`src/ptc_pkg.sv`:
```
// constants, types and helper functions of the passive tag core
// Contract
// - storage is 32 blocks of 32 bits
// - blocks 0-2 device, 3-29 user, 30-31 reserved
// - whole-block read and write by command only
// - blocks write-protectable; block 0 bits 30-31 free
// - talk-first plus fast-read sends fast-read after power-up
// - talk-first clear means silence until valid command
// - Manchester answer at 70 kHz from internal time base
// - decode pulse-position symbols and gap pulses
// - calibration pulse times the command decoder
// - modulator on while answer level high
// - modulate only inside own time slot
// - detect and report torn block writes
// - 32-bit tag identifier never changed by writes
// - commands and answers carry a CRC; the fast-read gap command carries none
// - internal 70 kHz tick times all but decoding; the code times them on the 140 kHz half-bit tick
// - symbol 2.8 ms normal, 160 us fast
// - block programming takes 5 ms after last symbol
package ptc_pkg;

  ////////////////////////////////////////////////////////////////////////////
  // clock and timing
  localparam int CLK_HZ    = 20_000_000;          // ref_clk rate
  localparam int BIT_HZ    = 70_000;              // answer bit rate
  localparam int HALF_HZ   = 2 * BIT_HZ;          // manchester half-bit rate
  localparam int HALF_CYC  = CLK_HZ / HALF_HZ;    // divider, rounded down
  localparam int WRITE_US  = 5000;                // block programming time
  localparam int WRITE_HT  = (WRITE_US * HALF_HZ + 999_999) / 1_000_000;
  localparam int SLOT_US   = 2500;                // anti-collision slot
  localparam int SLOT_HT   = SLOT_US * HALF_HZ / 1_000_000;
  localparam int FRGAP_US  = 175;                 // fast-read gap width
  localparam int FRGAP_CYC = FRGAP_US * (CLK_HZ / 1_000_000);
  localparam int SYMN_US   = 2800;                // normal symbol width
  localparam int SYMF_US   = 160;                 // fast symbol width
  localparam int SYMN_CYC  = SYMN_US * (CLK_HZ / 1_000_000);
  localparam int CNT_W     = $clog2(2 * SYMN_CYC); // decoder counter width
  localparam int HT_W      = 13;                  // half-tick timer width

  ////////////////////////////////////////////////////////////////////////////
  // memory map
  localparam int NBLK       = 32;                 // blocks
  localparam int BLK_W      = 32;                 // bits per block
  localparam int CFG_BLK    = 0;                  // configuration block
  localparam int TAG_BLK    = 1;                  // factory tag identifier
  localparam int USER_FIRST = 3;                  // first user block
  localparam int RSV_FIRST  = 30;                 // first reserved block
  localparam int FR_WORDS   = 6;                  // fast read, 96 bits
  localparam int BLK_WORDS  = 2;                  // one block, 32 bits
  localparam int TF_POS     = 0;                  // talk_first_bit
  localparam int FR_POS     = 1;                  // fast_read_bit
  localparam int MULTI_POS  = 2;                  // multi-tag slotting on
  localparam int SLOTN_POS  = 3;                  // 4-bit own slot number
  localparam logic [31:0] B0_FREE   = 32'hC000_0000; // never protected
  localparam logic [31:0] CFG_RESET = 32'h0000_0000; // factory config

  ////////////////////////////////////////////////////////////////////////////
  // command frame
  localparam logic [3:0]  OP_READ   = 4'h1;       // read one block
  localparam logic [3:0]  OP_WRITE  = 4'h2;       // write one block
  localparam logic [3:0]  OP_LOCK   = 4'h3;       // protect one block
  localparam logic [4:0]  SHORT_NIB = 5'h07;      // op, addr, crc
  localparam logic [4:0]  LONG_NIB  = 5'h0F;      // op, addr, data, crc
  localparam logic [15:0] CRC_INIT  = 16'hFFFF;   // crc seed
  localparam logic [15:0] CRC_POLY  = 16'h1021;   // crc polynomial
  localparam int          WORD_W    = 16;         // answer fifo word
  localparam int          FIFO_D    = 8;          // answer fifo depth

  // core states
  typedef enum logic [3:0] {
    S_BOOT, S_IDLE, S_GAP, S_CAL, S_SYM, S_SLOT, S_PUSH, S_DRAIN, S_WRITE
  } ptc_state_t;

  // decoded command carried from the frame to the executor
  typedef struct packed {
    logic [3:0]  op;   // opcode
    logic [4:0]  blk;  // block address
    logic [31:0] data; // write data
  } ptc_cmd_t;

  // crc over one nibble, msb first
  function automatic logic [15:0] ptc_crc_nib(input logic [15:0] crc,
                                              input logic [3:0]  nib);
    logic [15:0] c;
    c = crc;
    for (int i = 3; i >= 0; i--) begin
      if (c[15] ^ nib[i]) c = {c[14:0], 1'b0} ^ CRC_POLY;
      else c = {c[14:0], 1'b0};
    end
    return c;
  endfunction

  // crc over one answer word, msb nibble first
  function automatic logic [15:0] ptc_crc_word(input logic [15:0] crc,
                                               input logic [15:0] w);
    logic [15:0] c;
    c = crc;
    for (int i = 3; i >= 0; i--) c = ptc_crc_nib(c, w[i*4 +: 4]);
    return c;
  endfunction

endpackage

```
`src/ptc_fifo.sv`:
```
// answer word fifo between the frame builder and the manchester encoder
`timescale 1ns/100ps
module ptc_fifo
  import ptc_pkg::*;
#(
  parameter int W = WORD_W, // word width
  parameter int D = FIFO_D  // depth in words
) (
  input  wire logic         ref_clk,  // core clock
  input  wire logic         rstn,     // sync reset, active low
  input  wire logic         inValid,  // writer offers a word
  input  wire logic [W-1:0] inData,   // offered word
  output      logic         inReady,  // room for a word
  output      logic         outValid, // word available
  input  wire logic         outReady, // reader takes the word
  output      logic [W-1:0] outData   // head word
);
  localparam int AW = $clog2(D);

  // whole fifo state
  typedef struct packed {
    logic [D-1:0][W-1:0] mem; // storage
    logic [AW-1:0]       wr;  // write index
    logic [AW-1:0]       rd;  // read index
    logic [AW:0]         cnt; // words held
  } ptc_fifo_st_t;

  ptc_fifo_st_t q, d;
  logic push, pop;

  ////////////////////////////////////////////////////////////////////////////
  // full and empty come straight from the count, never guessed
  always_comb begin
    inReady  = q.cnt != (AW+1)'(D);
    outValid = q.cnt != '0;
    outData  = q.mem[q.rd];
    push     = inValid && inReady;
    pop      = outValid && outReady;
    d        = q;
    if (push) begin
      d.mem[q.wr] = inData;
      d.wr = (q.wr == AW'(D-1)) ? '0 : q.wr + 1'b1;
    end
    if (pop) d.rd = (q.rd == AW'(D-1)) ? '0 : q.rd + 1'b1;
    d.cnt = q.cnt + (AW+1)'(push) - (AW+1)'(pop);
    // storage keeps its contents, only the indices and the count clear
    if (!rstn) begin
      d.wr  = '0;
      d.rd  = '0;
      d.cnt = '0;
    end
  end

  // state register
  always_ff @(posedge ref_clk) begin
    q <= d;
  end
endmodule

```
`src/ptc_core.sv`:
```
// passive tag core: command decode, block memory, slotted manchester answer
`timescale 1ns/100ps
module ptc_core
  import ptc_pkg::*;
#(
  parameter logic [31:0] TAG_ID = 32'h1234_5678 // arbitrary value
) (
  input  wire logic       ref_clk,    // 20 MHz core clock
  input  wire logic       rstn,       // sync reset, active low
  input  wire logic       gapIn,      // field gap detected, from pin
  input  wire logic       factInit,   // factory image load, one cycle
  output      logic       modOut,     // modulation switch, high = cloak
  output      logic       tearOut,    // a block write is in progress or was interrupted
  output      logic [4:0] tearBlkOut, // block of the torn write
  output      logic       busyOut     // inside own answer slot
);

  ////////////////////////////////////////////////////////////////////////////
  // whole core state
  typedef struct packed {
    ptc_state_t                 state;   // main sequence
    logic                       g1;      // gap sync stage 1
    logic                       g2;      // gap sync stage 2
    logic                       gp;      // delayed g2, edge detect
    logic [7:0]                 div;     // half-bit divider
    logic [CNT_W-1:0]           cnt;     // gap / calibration timer
    logic [CNT_W-1:0]           slotW;   // calibrated slot width
    logic [CNT_W-1:0]           slotCnt; // cycles inside slot
    logic [3:0]                 slotIdx; // slot inside symbol
    logic                       gotNib;  // pulse seen this symbol
    logic [3:0]                 nib;     // position of that pulse
    logic [59:0]                frm;     // received nibbles
    logic [4:0]                 nibCnt;  // nibbles received
    logic [15:0]                crc;     // receive crc
    logic [HT_W-1:0]            ht;      // half-bit tick timer
    logic [4:0]                 blk;     // answered / written block
    logic [2:0]                 nWords;  // answer data words
    logic [2:0]                 idx;     // answer word index
    logic [31:0]                wData;   // block being programmed
    logic [15:0]                txCrc;   // answer crc
    logic                       txBusy;  // encoder sending
    logic                       txHalf;  // second half of bit
    logic [3:0]                 txBit;   // bit being sent
    logic [15:0]                txWord;  // word being sent
    logic                       mod;     // modulator level
    logic                       inSlot;  // own slot open
    logic                       sawCmd;  // a valid command arrived
    logic [NBLK-1:0][BLK_W-1:0] mem;     // block memory
    logic [NBLK-1:0]            lock;    // write protection
    logic                       tear;    // write in progress marker
    logic [4:0]                 tearBlk; // its block
  } ptc_core_st_t;

  ptc_core_st_t q, d;
  logic              halfTick;  // 140 kHz enable
  logic              gapRise;   // gap began
  logic              gapFall;   // gap ended
  logic              frameEnd;  // symbol without pulse closed the frame
  logic              crcOk;     // frame crc residue is zero
  logic              commit;    // programming time over
  logic              tag_first_mode;       // tag_first_mode selected
  logic              writeOk;   // addressed block accepts writes
  logic [31:0]       cfg;       // configuration block
  logic [4:0]        rdBlk;     // block of current answer word
  logic [31:0]       rdData;    // contents of that block
  logic [15:0]       pushWord;  // word offered to the fifo
  logic              pushValid; // offer valid
  logic              pushReady; // fifo has room
  logic              popValid;  // fifo has a word
  logic              popReady;  // encoder takes a word
  logic [15:0]       popWord;   // head word
  logic [HT_W-1:0]   slotWait;  // half-ticks before own slot
  ptc_cmd_t          cmd;       // decoded frame

  // reserved blocks read as zero
  function automatic logic [31:0] readBlk(
    input logic [NBLK-1:0][BLK_W-1:0] m, input logic [4:0] b);
    return (b >= 5'(RSV_FIRST)) ? 32'h0000_0000 : m[b];
  endfunction

  ////////////////////////////////////////////////////////////////////////////
  // answer buffer; the builder stalls while it is full
  ptc_fifo #(.W(WORD_W), .D(FIFO_D)) uFifo (
    .ref_clk  (ref_clk),
    .rstn     (rstn),
    .inValid  (pushValid),
    .inData   (pushWord),
    .inReady  (pushReady),
    .outValid (popValid),
    .outReady (popReady),
    .outData  (popWord)
  );

  ////////////////////////////////////////////////////////////////////////////
  // combinational decode of the frame and answer words
  always_comb begin
    cfg      = q.mem[CFG_BLK];
    tag_first_mode      = cfg[TF_POS] && cfg[FR_POS];
    halfTick = q.div == 8'h00;
    gapRise  = q.g2 && !q.gp;
    gapFall  = !q.g2 && q.gp;
    // short frames sit in the low 28 bits, long frames fill all 60
    if (q.nibCnt == LONG_NIB) cmd = '{q.frm[59:56], q.frm[52:48],
                                      q.frm[47:16]};
    else cmd = '{q.frm[27:24], q.frm[20:16], 32'h0000_0000};
    crcOk    = q.crc == 16'h0000;
    frameEnd = q.state == S_SYM && !q.gotNib && q.slotIdx == 4'hF
               && q.slotCnt + 1'b1 >= q.slotW;
    writeOk  = cmd.blk != 5'(TAG_BLK) && cmd.blk < 5'(RSV_FIRST)
               && (!q.lock[cmd.blk] || cmd.blk == 5'(CFG_BLK));
    commit   = q.state == S_WRITE && halfTick
               && q.ht == HT_W'(WRITE_HT - 1);
    slotWait = cfg[MULTI_POS] ? HT_W'(cfg[SLOTN_POS +: 4] * SLOT_HT)
                              : '0;
    rdBlk    = q.blk + 5'(q.idx[2:1]);
    pushValid = q.state == S_PUSH;
    rdData    = readBlk(q.mem, rdBlk);
    if (q.idx == q.nWords) pushWord = q.txCrc;
    else if (q.idx[0]) pushWord = rdData[15:0];
    else pushWord = rdData[31:16];
    // next word joins the current one without a gap
    popReady = halfTick && (!q.txBusy || (q.txHalf && q.txBit == 4'h0));
  end

  ////////////////////////////////////////////////////////////////////////////
  // next state
  always_comb begin
    d    = q;
    d.g1 = gapIn;
    d.g2 = q.g1;
    d.gp = q.g2;
    d.div = halfTick ? 8'(HALF_CYC - 1) : q.div - 8'h01;
    if (q.cnt != '1) d.cnt = q.cnt + 1'b1;
    unique case (q.state)
      S_BOOT: begin
        // power-up: only tag_first_mode may speak unasked
        if (tag_first_mode) begin
          d.blk = 5'(CFG_BLK);
          d.nWords = 3'(FR_WORDS);
          d.ht = '0;
          d.state = S_SLOT;
        end else d.state = S_IDLE;
      end
      S_IDLE: if (gapRise) begin
        d.cnt = '0;
        d.state = S_GAP;
      end
      S_GAP: if (gapFall) begin
        // a long lone gap is the fast-read command, a short one calibrates
        if (q.cnt >= CNT_W'(FRGAP_CYC)) begin
          d.sawCmd = 1'b1;
          d.blk = 5'(CFG_BLK);
          d.nWords = 3'(FR_WORDS);
          d.ht = '0;
          d.state = S_SLOT;
        end else d.state = S_CAL;
      end
      S_CAL: begin
        // gap to gap is one symbol; a sixteenth of it is one slot
        if (gapRise) begin
          // the timer reads one less than the rise-to-rise span
          d.slotW = (q.cnt + 1'b1) >> 4;
          d.slotCnt = '0;
          d.slotIdx = 4'h0;
          d.gotNib = 1'b0;
          d.nibCnt = 5'h00;
          d.crc = CRC_INIT;
          d.state = S_SYM;
        end else if (q.cnt == '1) d.state = S_IDLE;
      end
      S_SYM: begin
        // pulse position inside the symbol gives the nibble
        if (gapRise && !q.gotNib) begin
          d.gotNib = 1'b1;
          d.nib = q.slotIdx;
        end
        d.slotCnt = q.slotCnt + 1'b1;
        if (q.slotCnt + 1'b1 >= q.slotW) begin
          d.slotCnt = '0;
          d.slotIdx = q.slotIdx + 4'h1;
          if (q.slotIdx == 4'hF && q.gotNib) begin
            d.frm = {q.frm[55:0], q.nib};
            d.crc = ptc_crc_nib(q.crc, q.nib);
            d.gotNib = 1'b0;
            if (q.nibCnt != 5'h1F) d.nibCnt = q.nibCnt + 5'h01;
          end
        end
        if (frameEnd) begin
          d.state = S_IDLE;
          d.blk = cmd.blk;
          d.ht = '0;
          if (crcOk && q.nibCnt == SHORT_NIB && cmd.op == OP_READ) begin
            d.sawCmd = 1'b1;
            d.nWords = 3'(BLK_WORDS);
            d.state = S_SLOT;
          end else if (crcOk && q.nibCnt == SHORT_NIB
                       && cmd.op == OP_LOCK) begin
            d.sawCmd = 1'b1;
            d.lock[cmd.blk] = 1'b1;
          end else if (crcOk && q.nibCnt == LONG_NIB
                       && cmd.op == OP_WRITE && writeOk) begin
            // the torn marker is raised on the same edge that programming starts
            d.sawCmd = 1'b1;
            d.tear = 1'b1;
            d.tearBlk = cmd.blk;
            d.wData = cmd.data;
            if (q.lock[cmd.blk]) d.wData = (q.mem[cmd.blk] & ~B0_FREE)
                                           | (cmd.data & B0_FREE);
            d.state = S_WRITE;
          end
        end
      end
      S_SLOT: begin
        // silent until own slot opens
        if (q.ht >= slotWait) begin
          d.inSlot = 1'b1;
          d.idx = 3'h0;
          d.txCrc = CRC_INIT;
          d.state = S_PUSH;
        end else if (halfTick) d.ht = q.ht + 1'b1;
      end
      S_PUSH: if (pushReady) begin
        d.idx = q.idx + 3'h1;
        d.txCrc = ptc_crc_word(q.txCrc, pushWord);
        if (q.idx == q.nWords) d.state = S_DRAIN;
      end
      S_DRAIN: if (!popValid && !q.txBusy) begin
        d.inSlot = 1'b0;
        d.state = S_IDLE;
      end
      S_WRITE: begin
        // programming time counted on the internal tick
        if (halfTick) d.ht = q.ht + 1'b1;
        if (commit) begin
          d.mem[q.blk] = q.wData;
          d.tear = 1'b0;
          d.state = S_IDLE;
        end
      end
    endcase
    ////////////////////////////////////////////////////////////////////////
    // manchester encoder: bit level in first half, inverse in second
    if (halfTick) begin
      if (popReady && popValid) begin
        d.txWord = popWord;
        d.txBit = 4'hF;
        d.txHalf = 1'b0;
        d.txBusy = 1'b1;
        d.mod = popWord[15] && q.inSlot;
      end else if (q.txBusy && !q.txHalf) begin
        d.txHalf = 1'b1;
        d.mod = !q.txWord[q.txBit] && q.inSlot;
      end else if (q.txBusy && q.txBit != 4'h0) begin
        d.txBit = q.txBit - 4'h1;
        d.txHalf = 1'b0;
        d.mod = q.txWord[q.txBit - 4'h1] && q.inSlot;
      end else begin
        d.txBusy = 1'b0;
        d.mod = 1'b0;
      end
    end
    // factory image: config, identifier, nothing protected
    if (factInit) begin
      d.mem = '0;
      d.mem[CFG_BLK] = CFG_RESET;
      d.mem[TAG_BLK] = TAG_ID;
      d.lock = '0;
      d.tear = 1'b0;
    end
    // reset keeps memory, protection and the torn marker: they model
    // nonvolatile cells, so a write cut by power loss stays visible
    if (!rstn) begin
      d = '0;
      d.state = S_BOOT;
      d.div = 8'(HALF_CYC - 1);
      d.mem = q.mem;
      d.lock = q.lock;
      d.tear = q.tear;
      d.tearBlk = q.tearBlk;
    end
  end

  // state register
  always_ff @(posedge ref_clk) begin
    q <= d;
  end

  assign modOut     = q.mod;
  assign tearOut    = q.tear;
  assign tearBlkOut = q.tearBlk;
  assign busyOut    = q.inSlot;

  ////////////////////////////////////////////////////////////////////////////
  // checks
  localparam int WR_MIN = (WRITE_HT - 1) * HALF_CYC;
  int wrCyc; // cycles spent programming
  always_ff @(posedge ref_clk) begin
    if (!rstn || q.state != S_WRITE) wrCyc <= 0;
    else wrCyc <= wrCyc + 1;
  end
endmodule

```
`config.mk`:
```
export PLATFORM = sky130hd
export DESIGN_NAME = ptc_core
export DESIGN_NICKNAME = d
export VERILOG_FILES = /design/src/ptc_pkg.sv /design/src/ptc_fifo.sv /design/src/ptc_core.sv
export SDC_FILE = /design/constraint.sdc
export NUM_CORES = 2
export LEC_CHECK = 0
export BUFFER_PORTS_ARGS = -buffer_cell sky130_fd_sc_hd__buf_2
export CORE_ASPECT_RATIO = 1.2
export CORE_MARGIN = 4
export CORE_UTILIZATION = 35
export CTS_CLUSTER_DIAMETER = 200
export DETAILED_ROUTE_END_ITERATION = 16
export SLEW_MARGIN = 20
export SYNTH_ARGS = -nofsm -noshare
export SYNTH_HDL_FRONTEND = slang
export SYNTH_SLANG_ARGS = --single-unit
```
`constraint.sdc`:
```
create_clock -name ref_clk -period 30.5 [get_ports ref_clk]
set_input_delay 3.05 -clock ref_clk [delete_from_list [all_inputs] [get_ports ref_clk]]
set_output_delay 3.05 -clock ref_clk [all_outputs]
set_load 0.01 [all_outputs]
```
==> impl_summary.txt <==
----------------------------------------------------
[Global routing]
  Antenna violations before repair ... 10
  Number of global-route vias before repair ... 61400
  Met1 GRT Util ... 29.8%
  Met3 Resource Use GR ... 5.89%
  Global-route wire length before repair ... 432000 um
  Met2 usage in global routing ... 38.1%
  Pin count of the biggest net entering global routing ... 176
  GR Overflow Total ... 0
  Total Routing Usage GR ... 24.2%
  Routing layer with the top usage in global route ... met2

[Yosys]
  Share of synthesized flip-flops with an asynchronous set or reset ... 0%
  Mean Syn Cell Area ... 10.6 sq um
  Number of flops mapped to enable cells by yosys ... 1190
  Gate count of the mapped netlist ... 7654
  Library cell with the largest summed area after synthesis ... edfxtp_1
  Count of synthesis-stage warnings from yosys ... 0
  Leading cell type by number of instances after synthesis ... nand2_1
  Count of unique library cells instantiated by Yosys ... 79
  Synthesized flop and latch total ... 1447
  Commonest cells in the synthesized netlist ... nand2_1, edfxtp_1, a21oi_1
  Sequential share of the synthesized area ... 50.2%
  Area share of the leading cell type in the synthesized netlist ... 43.9%
  Most common flop cell mapped by yosys ... edfxtp_1
  Cell types occupying the most area after synthesis ... edfxtp_1, mux4_2, nand2_1, a21oi_1, dfxtp_1
  Cell area after technology mapping ... 81400 sq um
  Net count of the mapped netlist ... 7731

[Drt]
  DRC violation count after routing ... 0
  Length of the first detailed-routing pass in iterations ... 9
  Antenna Violating Nets Remaining ... 0
  Iteration-0 DRC Markers ... 9795
  Total wire length ... 300000 um
  Overall via count from detail_route ... 64600
  Routed wirelength normalized by instance count ... 28.7 um
  Post-DR vias/cell ... 6.19

[Power and ir drop]
  Switching component of the power ... 1.12 mW
  Seq pwr share ... 50.0%
  Internal power ... 3.45 mW
  Proportion of power drawn by combinational gates ... 7.8%
  Leakage power total ... 30.1 nW
  Portion of total power attributed to the clock network ... 42.2%
  Switching part of the total power ... 24.5%
  Power density relative to cell area ... 51.2 nW/um^2
  Worst supply voltage drop on vdd ... 0.0410 mV

[Worst setup path]
  Critical path type ... primary input to flip-flop
  Critical Path Start Type ... primary input
  Required time reported for the critical path endpoint ... 31.01 ns
  Slack of the worst reg-to-reg path ... 23.44 ns
  Arr. time, crit path ... 7.86 ns
  Element type at the critical path end ... flip-flop
  Worst-path fanout max ... 103

[STA]
  Fmax achieved ... 136 MHz
  Worst setup margin ... 23.15 ns
  Minimum clock period ... 7.35 ns
  Worst-margin pin slew ... 1.21 ns
  Slew Limit Headroom ... 19.1%
  Setup_tns ... 0 ns
  Hold Worst Slack ... 0.403 ns
  Setup-failing EPs final ... 0
  Share of the clock period used by the worst path ... 24.1%
  Final slew viol count ... 0
  Final Hold Fails ... 0
  Setup repair after global routing missed its margin ... false
  Worst Skew ... 0.0688 ns

[Placement]
  Placer's final routability congestion estimate ... 0.877
  HPWL reported at the end of detailed placement ... 167000 um
  Number of buffers added on ports ... 11
  Post-Place Setup Slack ... 22.62 ns
  Cell area reported after detailed placement ... 84300 sq um

[Finish]
  P&R area growth vs syn ... 9.72%
  Share of the core filled with cells in the final layout ... 38.7%
  Net count, final ... 7356
  Cell area after layout ... 89300 sq um
  Fraction of final layout cells sized beyond drive strength 1 ... 15.4%
  Fill count ... 22100

[Outcome]
  Status ... finished clean

[Clocking]
  Hold-fix buffers at CTS ... 0
  Post-CTS Resized ... 0
  Htree depth ... 4
  Clock sink count ... 1447
  Clk Latency, worst-skew pair ... 0.86 ns
  Max clock buf depth ... 4
  CTS buffer count ... 160
  Post-CTS Setup Inserts ... 0
  Clock root buffer master ... clkbuf_16
  TritonCTS clock tree ... built
  Clock-pin slew on the worst setup and hold paths ... 0.06 ns

[Floorplanning]
  Number of top-level pins ... 12
  Area of the die ... 240000 sq um
  Starting utilization of the core area ... 35.3%
  Horiz. Die Dim ... 448 um
  Vertical die dimension ... 536 um
  Cell Rows ... 193
  Placeable core region ... 231000 sq um

[Run]
  Number of violations of the max-capacitance limit ... 0

[Hold path]
  Path type of the worst min-delay path ... flip-flop to flip-flop

----------------------------------------------------
cell usage in the layout, fill, tap and decap left out, types with 18 or more instances in the layout:
master     count
dfxtp_1      242
nor2b_1       42
a21boi_0      85
nor2_4        33
clkbuf_16    163
ha_1          64
and2_1        18
xor2_1        43
clkinv_1      24
a21oi_1     1083
o211ai_1      32
a22oi_1      134
edfxtp_1    1190
clkbuf_1      37
nor2_1       125
nand2_1     2445
clkinv_2      26
xnor2_1       64
and3_1        26
buf_4        164
nor3_1        35
mux4_2       586
o22ai_1       19
nand2_2       32
inv_1         57
nand3_1       77
mux2i_1       80
o21ai_0       48
a21o_1        26
nand4_1       43
o211a_1       65
state kept, by name (all words and copies together), names as in the netlist:
signal / cells
cfg: 32
tearOut: 1
tearBlkOut: 5
modOut: 1
uFifo.q: 138
busyOut: 1
q: 1269
worst max-delay path, stage by stage:
cell     delay [ns]
buf_8          0.33
buf_4          0.69
buf_4          0.81
buf_4          0.82
buf_4          0.79
buf_4          0.99
a21oi_1        0.12
per-stage QoR:
stage	instances	total power, mW
after detailed placement	10100	2.68
after global placement	10100	2.66
after global routing	10400	4.70
after floorplan	7654	2.63
final	10400	4.57
after CTS	10400	4.58
final timing paths:
path	start	to	depth (start not counted)
setup / recovery	factInit	q[890]	7
hold / removal	q[1300]	q[1300]	1
setup reg to reg	q[1141]	q[1094]	14
hold reg to reg	q[1300]	q[1300]	1
routing by layer:
| metal | up-vias | share of wire (%) |
|---|---|---|
| met1 | 31800 | 34 |
| li1 | 27000 | - |
| met3 | 1081 | 13 |
| met5 | - | 0.017 |
| met2 | 4610 | 46 |
| met4 | 8 | 7.3 |
area by class of cell:
class / instances / area, sq um / share of cell area, %
sequential: 1447 / 40900 / 45.8
multi-input combinational: 5420 / 37800 / 42.4
clock buffer: 216 / 4440 / 4.97
tap: 3022 / 3780 / 4.23
timing repair buffer: 187 / 1550 / 1.74
clock inverter: 66 / 557 / 0.623
inverter: 63 / 251 / 0.282
antenna: 8 / 20.0 / 0.0224
cells by family (layout without fill, tap and decap cells):
logic type / Yosys count / in the layout / synth area share (%)
and+or+nand+nor: 2983 / 2983 / 14.7
AOI/OAI and AO/OA: 1572 / 1572 / 11.2
DFF: 1447 / 1447 / 50.2
buffers and inverters: 787 / 532 / 3.98
muxes: 675 / 675 / 17.3
xor gates and xnor gates: 116 / 116 / 1.31
adders and majority gates: 74 / 74 / 1.20
other: 0 / 8 / 0
power by group through the flow:
stage | clock [mW] | sequential (mW) | combinational [mW]
3_3_place_gp | 0 | 2.32 | 0.343
5_1_grt | 2.03 | 2.29 | 0.385
3_5_place_dp | 0 | 2.32 | 0.351
2_1_floorplan | 0 | 2.36 | 0.267
4_1_cts | 1.95 | 2.28 | 0.352
6_report | 1.93 | 2.28 | 0.356
Power figures use the tool's default switching activity.
